`config.mk`:
```
export PLATFORM = sky130hd
export DESIGN_NAME = adcs_seq
export DESIGN_NICKNAME = d
export VERILOG_FILES = /design/src/adcs_seq.v
export VERILOG_INCLUDE_DIRS = /design/src
export SDC_FILE = /design/constraint.sdc
export NUM_CORES = 1
export LEC_CHECK = 0
export ABC_CLOCK_PERIOD_IN_PS = 5610
export BUFFER_PORTS_ARGS = -buffer_cell sky130_fd_sc_hd__clkbuf_2
export CAP_MARGIN = 20
export CORE_MARGIN = 2
export CORE_UTILIZATION = 56
export CTS_CLUSTER_SIZE = 25
export DETAILED_ROUTE_END_ITERATION = 6
export GPL_TIMING_DRIVEN = 0
export PLACE_DENSITY = 0.88
export SLEW_MARGIN = 20
export SYNTH_ARGS = -nofsm -noshare
export SYNTH_HDL_FRONTEND = slang
export SYNTH_SLANG_ARGS = --single-unit
```
`constraint.sdc`:
```
create_clock -name pclk -period 5.61 [get_ports pclk]
set_clock_uncertainty 0.1 [all_clocks]
set_input_delay 0.2805 -clock pclk [delete_from_list [all_inputs] [get_ports pclk]]
set_output_delay 0.2805 -clock pclk [all_outputs]
set_load 0.005 [all_outputs]
```
`src/adcs_regs.vh`:
```
// Register offsets, field positions and timing constants of the conversion sequencer
`ifndef ADCS_REGS_VH
`define ADCS_REGS_VH
// Register byte offsets
`define ADCS_OFF_CTRL_A   8'h00
`define ADCS_OFF_CTRL_B   8'h04
`define ADCS_OFF_CFG1     8'h08
`define ADCS_OFF_CFG2     8'h0c
`define ADCS_OFF_CV1      8'h10
`define ADCS_OFF_CV2      8'h14
`define ADCS_OFF_RESA_HI  8'h18
`define ADCS_OFF_RESA_LO  8'h1c
`define ADCS_OFF_RESB_HI  8'h20
`define ADCS_OFF_RESB_LO  8'h24
`define ADCS_OFF_STATUS   8'h28
`define ADCS_OFF_CTIME    8'h2c
// Control set fields
`define ADCS_CH_OFF       5'h1f
`define ADCS_CTRL_DIFF    5
`define ADCS_CTRL_IE      6
`define ADCS_CTRL_DONE    7
// First config register fields
`define ADCS_CFG1_DIV_LO  0
`define ADCS_CFG1_LSMP    2
`define ADCS_CFG1_MODE_LO 3
`define ADCS_CFG1_LPC     5
`define ADCS_CFG1_ACKEN   6
`define ADCS_CFG1_CLK_LO  7
// Second config register fields
`define ADCS_CFG2_TRG     0
`define ADCS_CFG2_CONT    1
`define ADCS_CFG2_AVG_EN  2
`define ADCS_CFG2_AVG_N_LO 3
`define ADCS_CFG2_CMPE    5
`define ADCS_CFG2_CMPGT   6
`define ADCS_CFG2_CMPRE   7
`define ADCS_CFG2_HSC     8
`define ADCS_CFG2_LSTS_LO 9
// Timing figures
`define ADCS_CLK_NS       10
`define ADCS_WARM_NS      5000
// Warm-up of 5000 ns counted in 10 ns bus cycles
`define ADCS_WARM_CYC     10'h1f4
`define ADCS_BUS_ADDER    10'h005
`define ADCS_SFC_LONG     3
`define ADCS_SFC_SHORT    5
`define ADCS_HSC_ADDER    4
`define ADCS_SHORT_SAMPLE 4
`endif

```
`src/adcs_seq.v`:
```
// Conversion sequencer of a successive-approximation converter with APB registers
//
// The implementer's own choices: the APB register port and the placing of the registers.
`timescale 1ns/1ps
`default_nettype none
`include "adcs_regs.vh"

// Operation
// - Primary control write starts software conversion
// - Hardware trigger starts conversion on selected set
// - Continuous mode restarts after each transfer
// - Averaging repeats conversions until count reached
// - Done flag sets on transfer only
// - Interrupt when done set and enabled
// - Half-read result blocks new transfer
// - Blocked transfer restarts conversion except noted
// - Owning control write aborts, primary restarts
// - Other register writes abort conversion
// - Reset, deep stop entry, or intermediate stop entry without async clock aborts conversion
// - Abort keeps results; deep stop clears
// - Async clock idles unless enabled or converting on it
// - Total time formula computed
// - First conversion adder by sample length
// - Averaging factor one or 4..32
// - Base time per resolution mode
// - Long sample adder by length code
// - High speed adds four cycles
// - Sample, isolate, approximate, transfer
// - Averaging status while averaging runs
// - Six compare modes
module adcs_seq #(
	parameter [7:0] ASYNC_DIV = 8'h03 // Async generator period in pclk cycles
) (
	// Clock, reset, enable
	input  wire        pclk,
	input  wire        presetn,
	input  wire        ce,
	// APB slave
	input  wire        psel,
	input  wire        penable,
	input  wire        pwrite,
	input  wire [7:0]  paddr,
	input  wire [31:0] pwdata,
	output reg  [31:0] prdata,
	output reg         pready,
	output reg         pslverr,
	// Trigger pins and analog front end
	input  wire        hw_conv_trigger,
	input  wire        hw_trigger_primary_select,
	input  wire        hw_trigger_set_select,
	input  wire [15:0] sar_code,
	// Power modes from the system
	input  wire        deepest_stop_mode,
	input  wire        intermediate_stop_mode,
	// Status and front end control
	output reg         irq,
	output reg         conversion_active_status,
	output reg         average_active,
	output reg         sample_enable,
	output reg  [4:0]  channel_out,
	output reg         diff_out,
	output reg         async_clk_run
);
	// State codes
	localparam [1:0] ST_IDLE = 2'h0, ST_FIRST = 2'h1, ST_CONV = 2'h2, ST_DONE = 2'h3;

	// =====================================================
	// Timing functions
	// Base conversion time by mode and polarity
	function [5:0] base_conv_time;
		input [1:0] mode;
		input       dif;
		begin
			case (mode)
				2'h0:    base_conv_time = dif ? 6'h1b : 6'h11;
				2'h3:    base_conv_time = dif ? 6'h22 : 6'h19;
				default: base_conv_time = dif ? 6'h1e : 6'h14;
			endcase
		end
	endfunction
	// Long sample adder by length code
	function [4:0] long_sample_adder;
		input       en;
		input [1:0] len;
		begin
			case ({en, len})
				3'h4:    long_sample_adder = 5'h14;
				3'h5:    long_sample_adder = 5'h0c;
				3'h6:    long_sample_adder = 5'h06;
				3'h7:    long_sample_adder = 5'h02;
				default: long_sample_adder = 5'h00;
			endcase
		end
	endfunction

	// =====================================================
	// Registers and state
	reg  [7:0]  ctrl_a_reg, ctrl_b_reg;   // Control sets, bit 7 is done
	reg  [7:0]  cfg1_reg;                 // Clock, sample, mode config
	reg  [10:0] cfg2_reg;                 // Trigger, modes, compare config
	reg  [15:0] cv1_reg, cv2_reg;         // Compare values
	reg  [15:0] res_a_reg, res_b_reg;     // Result pairs
	reg  [1:0]  hi_read_reg;              // High byte read, low pending
	reg  [1:0]  state_reg;                // Engine state
	reg         set_reg;                  // Launching set, 1 is set B
	reg  [9:0]  bus_cnt_reg;              // Bus cycle part of first adder
	reg  [5:0]  cnt_reg;                  // Conversion clock tick count
	reg  [5:0]  avg_cnt_reg;              // Conversions done in set
	reg  [20:0] acc_reg;                  // Averaging accumulator
	reg  [7:0]  tdiv_reg;                 // Conversion clock divider
	reg  [2:0]  trg_s1, trg_s2;           // Pin synchronisers
	reg         trg_d;                    // Trigger edge history
	reg  [15:0] code_s1, code_s2;         // Analog code synchroniser
	reg         deep_stop_d, mid_stop_d;  // Stop mode edge history
	reg  [11:0] ctime_reg;                // Total conversion time

	// Config field views
	wire [1:0] clk_div  = cfg1_reg[`ADCS_CFG1_DIV_LO +: 2];
	wire       lsmp     = cfg1_reg[`ADCS_CFG1_LSMP];
	wire [1:0] mode     = cfg1_reg[`ADCS_CFG1_MODE_LO +: 2];
	wire       ack_en   = cfg1_reg[`ADCS_CFG1_ACKEN];
	wire       sel_as   = cfg1_reg[`ADCS_CFG1_CLK_LO];
	wire       hw_trg   = cfg2_reg[`ADCS_CFG2_TRG];
	wire       cont     = cfg2_reg[`ADCS_CFG2_CONT];
	wire       avg_en   = cfg2_reg[`ADCS_CFG2_AVG_EN];
	wire [1:0] avg_sel  = cfg2_reg[`ADCS_CFG2_AVG_N_LO +: 2];
	wire       cmpe     = cfg2_reg[`ADCS_CFG2_CMPE];
	wire       cmpgt    = cfg2_reg[`ADCS_CFG2_CMPGT];
	wire       cmpre    = cfg2_reg[`ADCS_CFG2_CMPRE];
	wire       hsc      = cfg2_reg[`ADCS_CFG2_HSC];
	wire [1:0] lsts     = cfg2_reg[`ADCS_CFG2_LSTS_LO +: 2];
	wire [7:0] act_ctrl = set_reg ? ctrl_b_reg : ctrl_a_reg;

	// =====================================================
	// APB decode
	wire acc  = psel & penable & pready;
	wire wr   = acc & pwrite;
	wire rd   = acc & ~pwrite;
	wire busy = (state_reg != ST_IDLE);
	wire wr_a = wr & (paddr == `ADCS_OFF_CTRL_A);
	wire wr_b = wr & (paddr == `ADCS_OFF_CTRL_B);

	// Timing: factor, base, adders
	// Averaging factor select
	wire [5:0]  avg_n    = avg_en ? (6'h04 << avg_sel) : 6'h01;
	wire [6:0]  conv_len = {1'b0, base_conv_time(mode, act_ctrl[`ADCS_CTRL_DIFF])} +
	                       {2'h0, long_sample_adder(lsmp, lsts)} + (hsc ? 7'h04 : 7'h00);
	wire [2:0]  sfc_adck = lsmp ? 3'h3 : 3'h5;
	// Total time for primary set, ADCK cycles
	wire [6:0]  len_a    = {1'b0, base_conv_time(mode, ctrl_a_reg[`ADCS_CTRL_DIFF])} +
	                       {2'h0, long_sample_adder(lsmp, lsts)} + (hsc ? 7'h04 : 7'h00);
	wire [12:0] prod     = avg_n * len_a;
	wire [11:0] ctime    = prod[11:0] + {9'h000, sfc_adck};

	// Conversion clock tick: source period shifted by divide select
	wire [7:0] base_per = sel_as ? ASYNC_DIV : (cfg1_reg[`ADCS_CFG1_CLK_LO - 1] ? 8'h01 : 8'h02);
	// Low-power bit is stored only and does not slow the clock
	wire [7:0] per      = base_per << clk_div;
	// Async generator runs if enabled or converting on the async clock
	wire gen_run = ack_en | (sel_as & busy);
	wire tick    = busy & (tdiv_reg == per - 8'h01) & (~sel_as | gen_run);

	// Trigger edge and selects from synchronised pins
	wire trg_rise = trg_s2[0] & ~trg_d;
	wire sel_pa   = trg_s2[1];
	wire sel_pb   = trg_s2[2];

	wire sw_start = wr_a & ~hw_trg & (pwdata[4:0] != `ADCS_CH_OFF);
	// Hardware start, select picks set, none is off
	wire hw_set   = sel_pb & ~sel_pa;
	wire [4:0] hw_ch = hw_set ? ctrl_b_reg[4:0] : ctrl_a_reg[4:0];
	wire hw_start = hw_trg & trg_rise & ~busy & (sel_pa | sel_pb) & (hw_ch != `ADCS_CH_OFF);

	// Abort causes
	// Write to owning control set
	wire ab_own  = busy & ((wr_a & ~set_reg) | (wr_b & set_reg));
	wire ab_oth  = busy & wr & ~(paddr == `ADCS_OFF_CTRL_A) & ~(paddr == `ADCS_OFF_CTRL_B);
	// Stop entry aborts; intermediate only without async clock
	wire deep_stop_e = deepest_stop_mode & ~deep_stop_d;
	wire ab_stop = deep_stop_e | (intermediate_stop_mode & ~mid_stop_d & ~(sel_as & gen_run));
	wire abort   = ab_own | ab_oth | ab_stop;

	// Completion decision
	wire [20:0] avg_sh  = acc_reg >> (avg_en ? ({3'h0, avg_sel} + 5'h02) : 5'h00);
	wire [15:0] result  = avg_sh[15:0];
	wire        lt1     = result < cv1_reg;
	wire        lt2     = result < cv2_reg;
	wire        gt2     = result > cv2_reg;
	wire        ord     = cv1_reg <= cv2_reg;
	wire        cmp_ok  = ~cmpre ? (cmpgt ? ~lt1 : lt1) :
	                      (cmpgt ? (ord ? (~lt1 & ~gt2) : (~lt1 | ~gt2)) :
	                               (ord ? (lt1 | gt2) : (lt1 & gt2)));
	wire        last    = ({1'b0, avg_cnt_reg} + 7'h01) >= {1'b0, avg_n};
	wire        eight   = (mode == 2'h0) & ~act_ctrl[`ADCS_CTRL_DIFF];
	wire        blocked = hi_read_reg[set_reg] & ~eight;
	wire        cmp_f   = cmpe & ~cmp_ok;
	// Transfer only on last conversion and true compare
	wire        xfer    = (state_reg == ST_DONE) & ~abort & last & ~cmp_f & ~blocked;
	wire        again   = (state_reg == ST_DONE) & last & (cmp_f ? cont : (blocked | cont));

	// =====================================================
	// APB registers and read side effects
	always @(posedge pclk or negedge presetn) begin
		if (!presetn) begin
			ctrl_a_reg  <= 8'h1f;
			ctrl_b_reg  <= 8'h1f;
			cfg1_reg    <= 8'h00;
			cfg2_reg    <= 11'h000;
			cv1_reg     <= 16'h0000;
			cv2_reg     <= 16'h0000;
			res_a_reg   <= 16'h0000;
			res_b_reg   <= 16'h0000;
			hi_read_reg <= 2'h0;
			pready      <= 1'b0;
			pslverr     <= 1'b0;
			prdata      <= 32'h0000_0000;
		end else if (ce) begin
			// Zero-wait answer: ready in the first access cycle
			pready <= psel & ~penable & ~pready;
			// Config and compare writes
			if (wr && paddr == `ADCS_OFF_CFG1) cfg1_reg <= pwdata[7:0];
			if (wr && paddr == `ADCS_OFF_CFG2) cfg2_reg <= pwdata[10:0];
			if (wr && paddr == `ADCS_OFF_CV1) cv1_reg <= pwdata[15:0];
			if (wr && paddr == `ADCS_OFF_CV2) cv2_reg <= pwdata[15:0];
			// Control writes keep done, low-byte read clears it; set wins
			if (wr_a) ctrl_a_reg[6:0] <= pwdata[6:0];
			if (wr_b) ctrl_b_reg[6:0] <= pwdata[6:0];
			if (rd && paddr == `ADCS_OFF_RESA_LO) ctrl_a_reg[`ADCS_CTRL_DONE] <= 1'b0;
			if (rd && paddr == `ADCS_OFF_RESB_LO) ctrl_b_reg[`ADCS_CTRL_DONE] <= 1'b0;
			// Half-read tracking per pair
			if (rd && paddr == `ADCS_OFF_RESA_HI) hi_read_reg[0] <= 1'b1;
			if (rd && paddr == `ADCS_OFF_RESA_LO) hi_read_reg[0] <= 1'b0;
			if (rd && paddr == `ADCS_OFF_RESB_HI) hi_read_reg[1] <= 1'b1;
			if (rd && paddr == `ADCS_OFF_RESB_LO) hi_read_reg[1] <= 1'b0;
			// Transfer into launching set, flag set
			if (xfer && !set_reg) begin
				res_a_reg <= result;
				ctrl_a_reg[`ADCS_CTRL_DONE] <= 1'b1;
			end
			if (xfer && set_reg) begin
				res_b_reg <= result;
				ctrl_b_reg[`ADCS_CTRL_DONE] <= 1'b1;
			end
			if (deep_stop_e) begin
				res_a_reg <= 16'h0000;
				res_b_reg <= 16'h0000;
			end
			// Read data captured in setup cycle
			if (psel && !penable && !pwrite) begin
				case (paddr)
					`ADCS_OFF_CTRL_A:  prdata <= {24'h0, ctrl_a_reg};
					`ADCS_OFF_CTRL_B:  prdata <= {24'h0, ctrl_b_reg};
					`ADCS_OFF_CFG1:    prdata <= {24'h0, cfg1_reg};
					`ADCS_OFF_CFG2:    prdata <= {21'h0, cfg2_reg};
					`ADCS_OFF_CV1:     prdata <= {16'h0, cv1_reg};
					`ADCS_OFF_CV2:     prdata <= {16'h0, cv2_reg};
					`ADCS_OFF_RESA_HI: prdata <= {24'h0, res_a_reg[15:8]};
					`ADCS_OFF_RESA_LO: prdata <= {24'h0, res_a_reg[7:0]};
					`ADCS_OFF_RESB_HI: prdata <= {24'h0, res_b_reg[15:8]};
					`ADCS_OFF_RESB_LO: prdata <= {24'h0, res_b_reg[7:0]};
					`ADCS_OFF_STATUS:  prdata <= {27'h0, gen_run, avg_en & busy, set_reg, busy, 1'b0};
					`ADCS_OFF_CTIME:   prdata <= {20'h0, ctime_reg};
					default:           prdata <= 32'h0000_0000;
				endcase
			end
			// Unmapped offsets answer with an error
			if (psel && !penable)
				pslverr <= (paddr > `ADCS_OFF_CTIME) | (paddr[1:0] != 2'h0);
			else
				pslverr <= 1'b0;
		end
	end

	// =====================================================
	// Synchronisers and edge history
	always @(posedge pclk or negedge presetn) begin
		if (!presetn) begin
			trg_s1  <= 3'h0;
			trg_s2  <= 3'h0;
			trg_d   <= 1'b0;
			code_s1 <= 16'h0000;
			code_s2 <= 16'h0000;
			deep_stop_d <= 1'b0;
			mid_stop_d  <= 1'b0;
		end else if (ce) begin
			trg_s1  <= {hw_trigger_set_select, hw_trigger_primary_select, hw_conv_trigger};
			trg_s2  <= trg_s1;
			trg_d   <= trg_s2[0];
			code_s1 <= sar_code;
			code_s2 <= code_s1;
			deep_stop_d <= deepest_stop_mode;
			mid_stop_d  <= intermediate_stop_mode;
		end
	end

	// =====================================================
	// Conversion engine
	always @(posedge pclk or negedge presetn) begin
		if (!presetn) begin
			state_reg   <= ST_IDLE;
			set_reg     <= 1'b0;
			bus_cnt_reg <= 10'h000;
			cnt_reg     <= 6'h00;
			avg_cnt_reg <= 6'h00;
			acc_reg     <= 21'h000000;
			tdiv_reg    <= 8'h00;
		end else if (ce) begin
			// Conversion clock divider, restarts when idle
			if (!busy || tick)
				tdiv_reg <= 8'h00;
			else
				tdiv_reg <= tdiv_reg + 8'h01;
			if (sw_start || hw_start) begin
				set_reg     <= sw_start ? 1'b0 : hw_set;
				state_reg   <= ST_FIRST;
				cnt_reg     <= 6'h00;
				avg_cnt_reg <= 6'h00;
				acc_reg     <= 21'h000000;
				// Bus cycles, plus warm-up on cold async clock
				bus_cnt_reg <= (sel_as & ~ack_en) ? `ADCS_WARM_CYC + `ADCS_BUS_ADDER :
				                                    `ADCS_BUS_ADDER;
			end else if (abort) begin
				state_reg <= ST_IDLE;
			end else begin
				case (state_reg)
					ST_FIRST: begin
						if (bus_cnt_reg != 10'h000)
							bus_cnt_reg <= bus_cnt_reg - 10'h001;
						else if (tick && cnt_reg == {3'h0, sfc_adck} - 6'h01) begin
							cnt_reg   <= 6'h00;
							state_reg <= ST_CONV;
						end else if (tick)
							cnt_reg <= cnt_reg + 6'h01;
					end
					ST_CONV: begin
						if (tick && cnt_reg == conv_len[5:0] - 6'h01) begin
							acc_reg   <= acc_reg + {5'h00, code_s2};
							cnt_reg   <= 6'h00;
							state_reg <= ST_DONE;
						end else if (tick)
							cnt_reg <= cnt_reg + 6'h01;
					end
					ST_DONE: begin
						if (!last) begin
							avg_cnt_reg <= avg_cnt_reg + 6'h01;
							state_reg   <= ST_CONV;
						end else if (again) begin
							avg_cnt_reg <= 6'h00;
							acc_reg     <= 21'h000000;
							state_reg   <= ST_CONV;
						end else
							state_reg <= ST_IDLE;
					end
					default: state_reg <= ST_IDLE;
				endcase
			end
		end
	end

	// =====================================================
	// Registered outputs
	always @(posedge pclk or negedge presetn) begin
		if (!presetn) begin
			irq                      <= 1'b0;
			conversion_active_status <= 1'b0;
			average_active           <= 1'b0;
			sample_enable            <= 1'b0;
			channel_out              <= 5'h1f;
			diff_out                 <= 1'b0;
			async_clk_run            <= 1'b0;
			ctime_reg                <= 12'h000;
		end else if (ce) begin
			irq <= (ctrl_a_reg[`ADCS_CTRL_DONE] & ctrl_a_reg[`ADCS_CTRL_IE]) |
			       (ctrl_b_reg[`ADCS_CTRL_DONE] & ctrl_b_reg[`ADCS_CTRL_IE]);
			conversion_active_status <= busy;
			average_active <= busy & avg_en;
			// Track input, isolate after sample window
			sample_enable <= (state_reg == ST_CONV) &&
			                 ({1'b0, cnt_reg} < {2'h0, long_sample_adder(lsmp, lsts)} + 7'h04);
			channel_out   <= busy ? act_ctrl[4:0] : `ADCS_CH_OFF;
			diff_out      <= busy & act_ctrl[`ADCS_CTRL_DIFF];
			async_clk_run <= gen_run;
			// Total time in conversion clock cycles
			ctime_reg     <= ctime;
		end
	end
endmodule // adcs_seq
`default_nettype wire

```
==> reports/qor.txt <==
Remaining antenna violation count -> 0
Leading cell type in the layout, fill and taps excluded -> dfrtp_1
Worst Tran Pin Value -> 0.965 ns
Switching share of power -> 25.4%
Total Power -> 4.21 mW
Tcrit/Tclk final -> 103%
Simple-gate share of the synthesized area -> 12.3%
Fmax -> 172 MHz
Routability cong. -> 0.975
FILL cells -> 2,040
Post-layout net count -> 1,964
Storage cell area -> 5950 um^2
CP cell instances -> inv_2 > ha_4 > buf_4 > fa_1 > ha_1 > inv_1 > fa_2 > nor2_2 > fa_1 > fa_1 > inv_1 > fa_1 > inv_1 > ha_4 > ha_4 > a21o_1 > a21o_1 > a21o_1 > a21o_1 > a21oi_2 > xnor2_1 > mux2_4
Final instance area -> 18,200 um^2
CTS tree -> done
Commonest cells after routing, fill and taps aside -> dfrtp_1, inv_1, nor2_1
Failing checks -> setup timing
Slew margin rel. -> 33.8%
Synth unique cells -> 76
Pins Over Slew Limit -> 0
Max incr delay on CP -> 0.59 ns
First-pass GRT wire length -> 71,500 um
Die Wd -> 171 um
Cell Pwr Density -> 231 nW/um^2
Area of the multi-input gates -> 9090 um^2
Mapped Area -> 15,700 um^2
Largest register FFs -> 21
Slowest cell on the critical path -> fa_2
Port bufs -> 78
Largest net degree at the start of global routing -> 90
I/O Pins -> 112
Crit path time final -> 5.80 ns
FF+latch count, synth -> 237
Final hold viol count -> 0
Met1 WL -> 17,500 um
CP required -> 5.92 ns
Synth Flop Type -> dfrtp_1
Leakage power -> 8.63 nW
Vias in the first global route -> 13,400
Routed vias -> 13,500
Grt ovf -> 0
Initial drt markers -> 1,570
Clock power frac -> 43.0%
Total CTS buffers -> 26
DRC viols -> 0
Initial antenna violation count -> 0
Asr flop ratio synth -> 100%
Die area -> 29,400 um^2
Met3 wire len -> 4750 um
ANT cells -> 0
Max H-tree Level -> 1
Row cnt -> 61
Status -> finished, violations left
Fin Hold WS -> 0.0202 ns
Type of the worst setup path -> flip-flop to flip-flop
Post-synthesis xor/xnor area fraction -> 3.12%
Post-route setup slack -> -0.188 ns
Crit path capture type -> flip-flop
Total Routing Usage GR -> 31.3%
Wire length on met2 -> 21,300 um
Hold Crit Class -> input pin to flip-flop
Vert. Die Dim -> 171 um
Internal Power -> 3.14 mW
Core Region -> 27,700 um^2
Crit path max-delay family -> adder cells
CTS root buffer -> clkbuf_16
Largest family of logic cells by synthesized area -> multiplexers
WL per Instance -> 21.4 um
Max_cap viols -> 0
Combinational share of power -> 11.9%
Worst Path Buf+Inv -> 5
Worst EP arrival -> 6.11 ns
Switch Pwr -> 1.07 mW
RSZ-0062 raised after global routing -> yes
Share of synthesized cell area in full adder, half adder and majority cells -> 12.7%
Placed instance area -> 16,800 um^2
Starting Density -> 56.7%
Post-Synthesis Cells -> 1,578
Number of flops mapped to enable cells by yosys -> 0
Compound-cell area share of the yosys netlist -> 14.0%
Area grow syn2layout -> 16.0%
CP startpoint kind -> flip-flop
Setup violators final -> 3
CP Max Fanout -> 5
DR top layer -> met4
CTS max path bufs -> 3
WL final -> 45,900 um
Share of layout cells above drive strength 1 -> 19.9%
Multiplexer share of the synthesized area -> 14.3%
Clock latency on the worst-skew pair -> 0.54 ns
Detailed placement HPWL -> 33,200 um
DR vias/cell -> 6.31
CTS Sinks -> 237
VDD IR-drop max -> 198 uV
Syn avg cell area -> 9.95 um^2
Ys Warns -> 0
Seq/Total Area, Yosys -> 37.9%
Power share of the sequential group -> 45.1%
Clk slew on worst S/H paths -> 0.06 ns
Pre-antenna DRT Iters -> 6
## power by group through the flow
| stage | Sequential (mW) | Clock, mW | Combinational (mW) |
|---|---|---|---|
| after floorplan | 1.90 | 0 | 0.276 |
| after global placement | 1.92 | 0 | 0.442 |
| after detailed placement | 1.92 | 0 | 0.467 |
| after CTS | 1.90 | 1.81 | 0.492 |
| after global routing | 1.91 | 1.88 | 0.552 |
| final | 1.90 | 1.81 | 0.501 |
## path summary, 6_finish.rpt
check | start | endpoint | slack, ns | cells after the start
max in group asynchronous | presetn | res_a_reg[9]$_DFFE_PN0P_ | 4.30 | 3
worst max-delay path | cfg1_reg[4]$_DFFE_PN0P_ | ctime_reg[11]$_DFFE_PN0P_ | -0.19 | 22
worst min register to register | diff_out$_DFFE_PN0P_ | diff_out$_DFFE_PN0P_ | 0.39 | 1
worst min-delay path | penable | pslverr$_DFFE_PN0P_ | 0.02 | 3
min in group asynchronous | presetn | bus_cnt_reg[6]$_DFFE_PN0P_ | 0.21 | 2
worst max register to register | cfg1_reg[4]$_DFFE_PN0P_ | ctime_reg[11]$_DFFE_PN0P_ | -0.19 | 22
## Yosys cell counts, types with 7 or more instances
cell | n | area share (%)
a311oi_1 | 9 | 0.50
or3_1 | 10 | 0.40
nand2b_1 | 15 | 0.60
o211ai_1 | 9 | 0.43
a31oi_1 | 24 | 0.96
nor2b_1 | 9 | 0.36
a22o_1 | 19 | 1.1
xnor2_1 | 31 | 1.7
o21ai_0 | 50 | 1.6
nand3_1 | 28 | 0.89
nand2_1 | 115 | 2.7
nor4_1 | 7 | 0.28
and2_1 | 10 | 0.40
dfrtp_1 | 222 | 35
xor2_1 | 25 | 1.4
clkbuf_1 | 42 | 1.0
o31ai_1 | 8 | 0.38
inv_1 | 132 | 3.2
a21o_1 | 30 | 1.4
buf_4 | 17 | 0.81
or2_2 | 14 | 0.56
a22oi_1 | 16 | 0.77
ha_1 | 129 | 10
mux2i_1 | 76 | 4.8
a21oi_1 | 69 | 2.2
a221oi_1 | 24 | 1.3
nor2_1 | 123 | 2.9
nand4_1 | 14 | 0.56
and3_1 | 8 | 0.32
fa_1 | 19 | 2.4
o21a_1 | 11 | 0.53
dfstp_2 | 15 | 2.5
mux2_2 | 121 | 8.7
a211oi_1 | 14 | 0.67
nor3_1 | 26 | 0.83
## routing by layer
| metal | vias up | GRT usage [%] |
|---|---|---|
| met4 | 0 | 14.9 |
| met5 | - | 0 |
| li1 | 5949 | - |
| met2 | 800 | 50.7 |
| met1 | 6616 | 39.1 |
| met3 | 168 | 8.05 |
## repair_timing
| action | in CTS | in global routing |
|---|---|---|
| setup endpoints to repair | 9 | 36 |
| endpoints found under the hold margin | 118 | 0 |
| resized for setup | 16 | 5 |
| setup buffers | 10 | 1 |
| gates cloned | 0 | 0 |
| hold buffers | 37 | 0 |
| pin swaps | 22 | 13 |
## cells by family after synthesis
kind of cell,after synthesis
buf+inv,206
flops,237
mux,204
simple gates,406
xor+xnor,56
other cells,2
fa+ha+maj,148
compound gates,319
## layout make-up
type	count	area share, %
plain buffers	73	2.12
clock buffers	40	4.36
clock inverters	5	0.563
inverters	133	2.74
multi-input cells	1150	49.9
flip-flops and latches	237	32.7
well taps	378	2.60
repair buffers	128	4.98
## tightest hold or removal path, cell delays in order
cell	delay [ns]
clkbuf_2	0.13
nand4b_1	0.12
o21ai_0	0.08
## per-stage QoR
step                utilization (%)  std cells  TNS [ns]  setup WS [ns]
floorplan                         -       1593         0         0.0161
global placement               60.3       2049    -81.89         -0.408
detailed placement             60.5       2051     -1.05         -0.469
CTS                            65.7       2143    -0.138         -0.138
global route                   65.7       2144     -1.44         -0.363
finish                         65.7       2144    -0.309         -0.188
(Power assumes the default switching activity.)
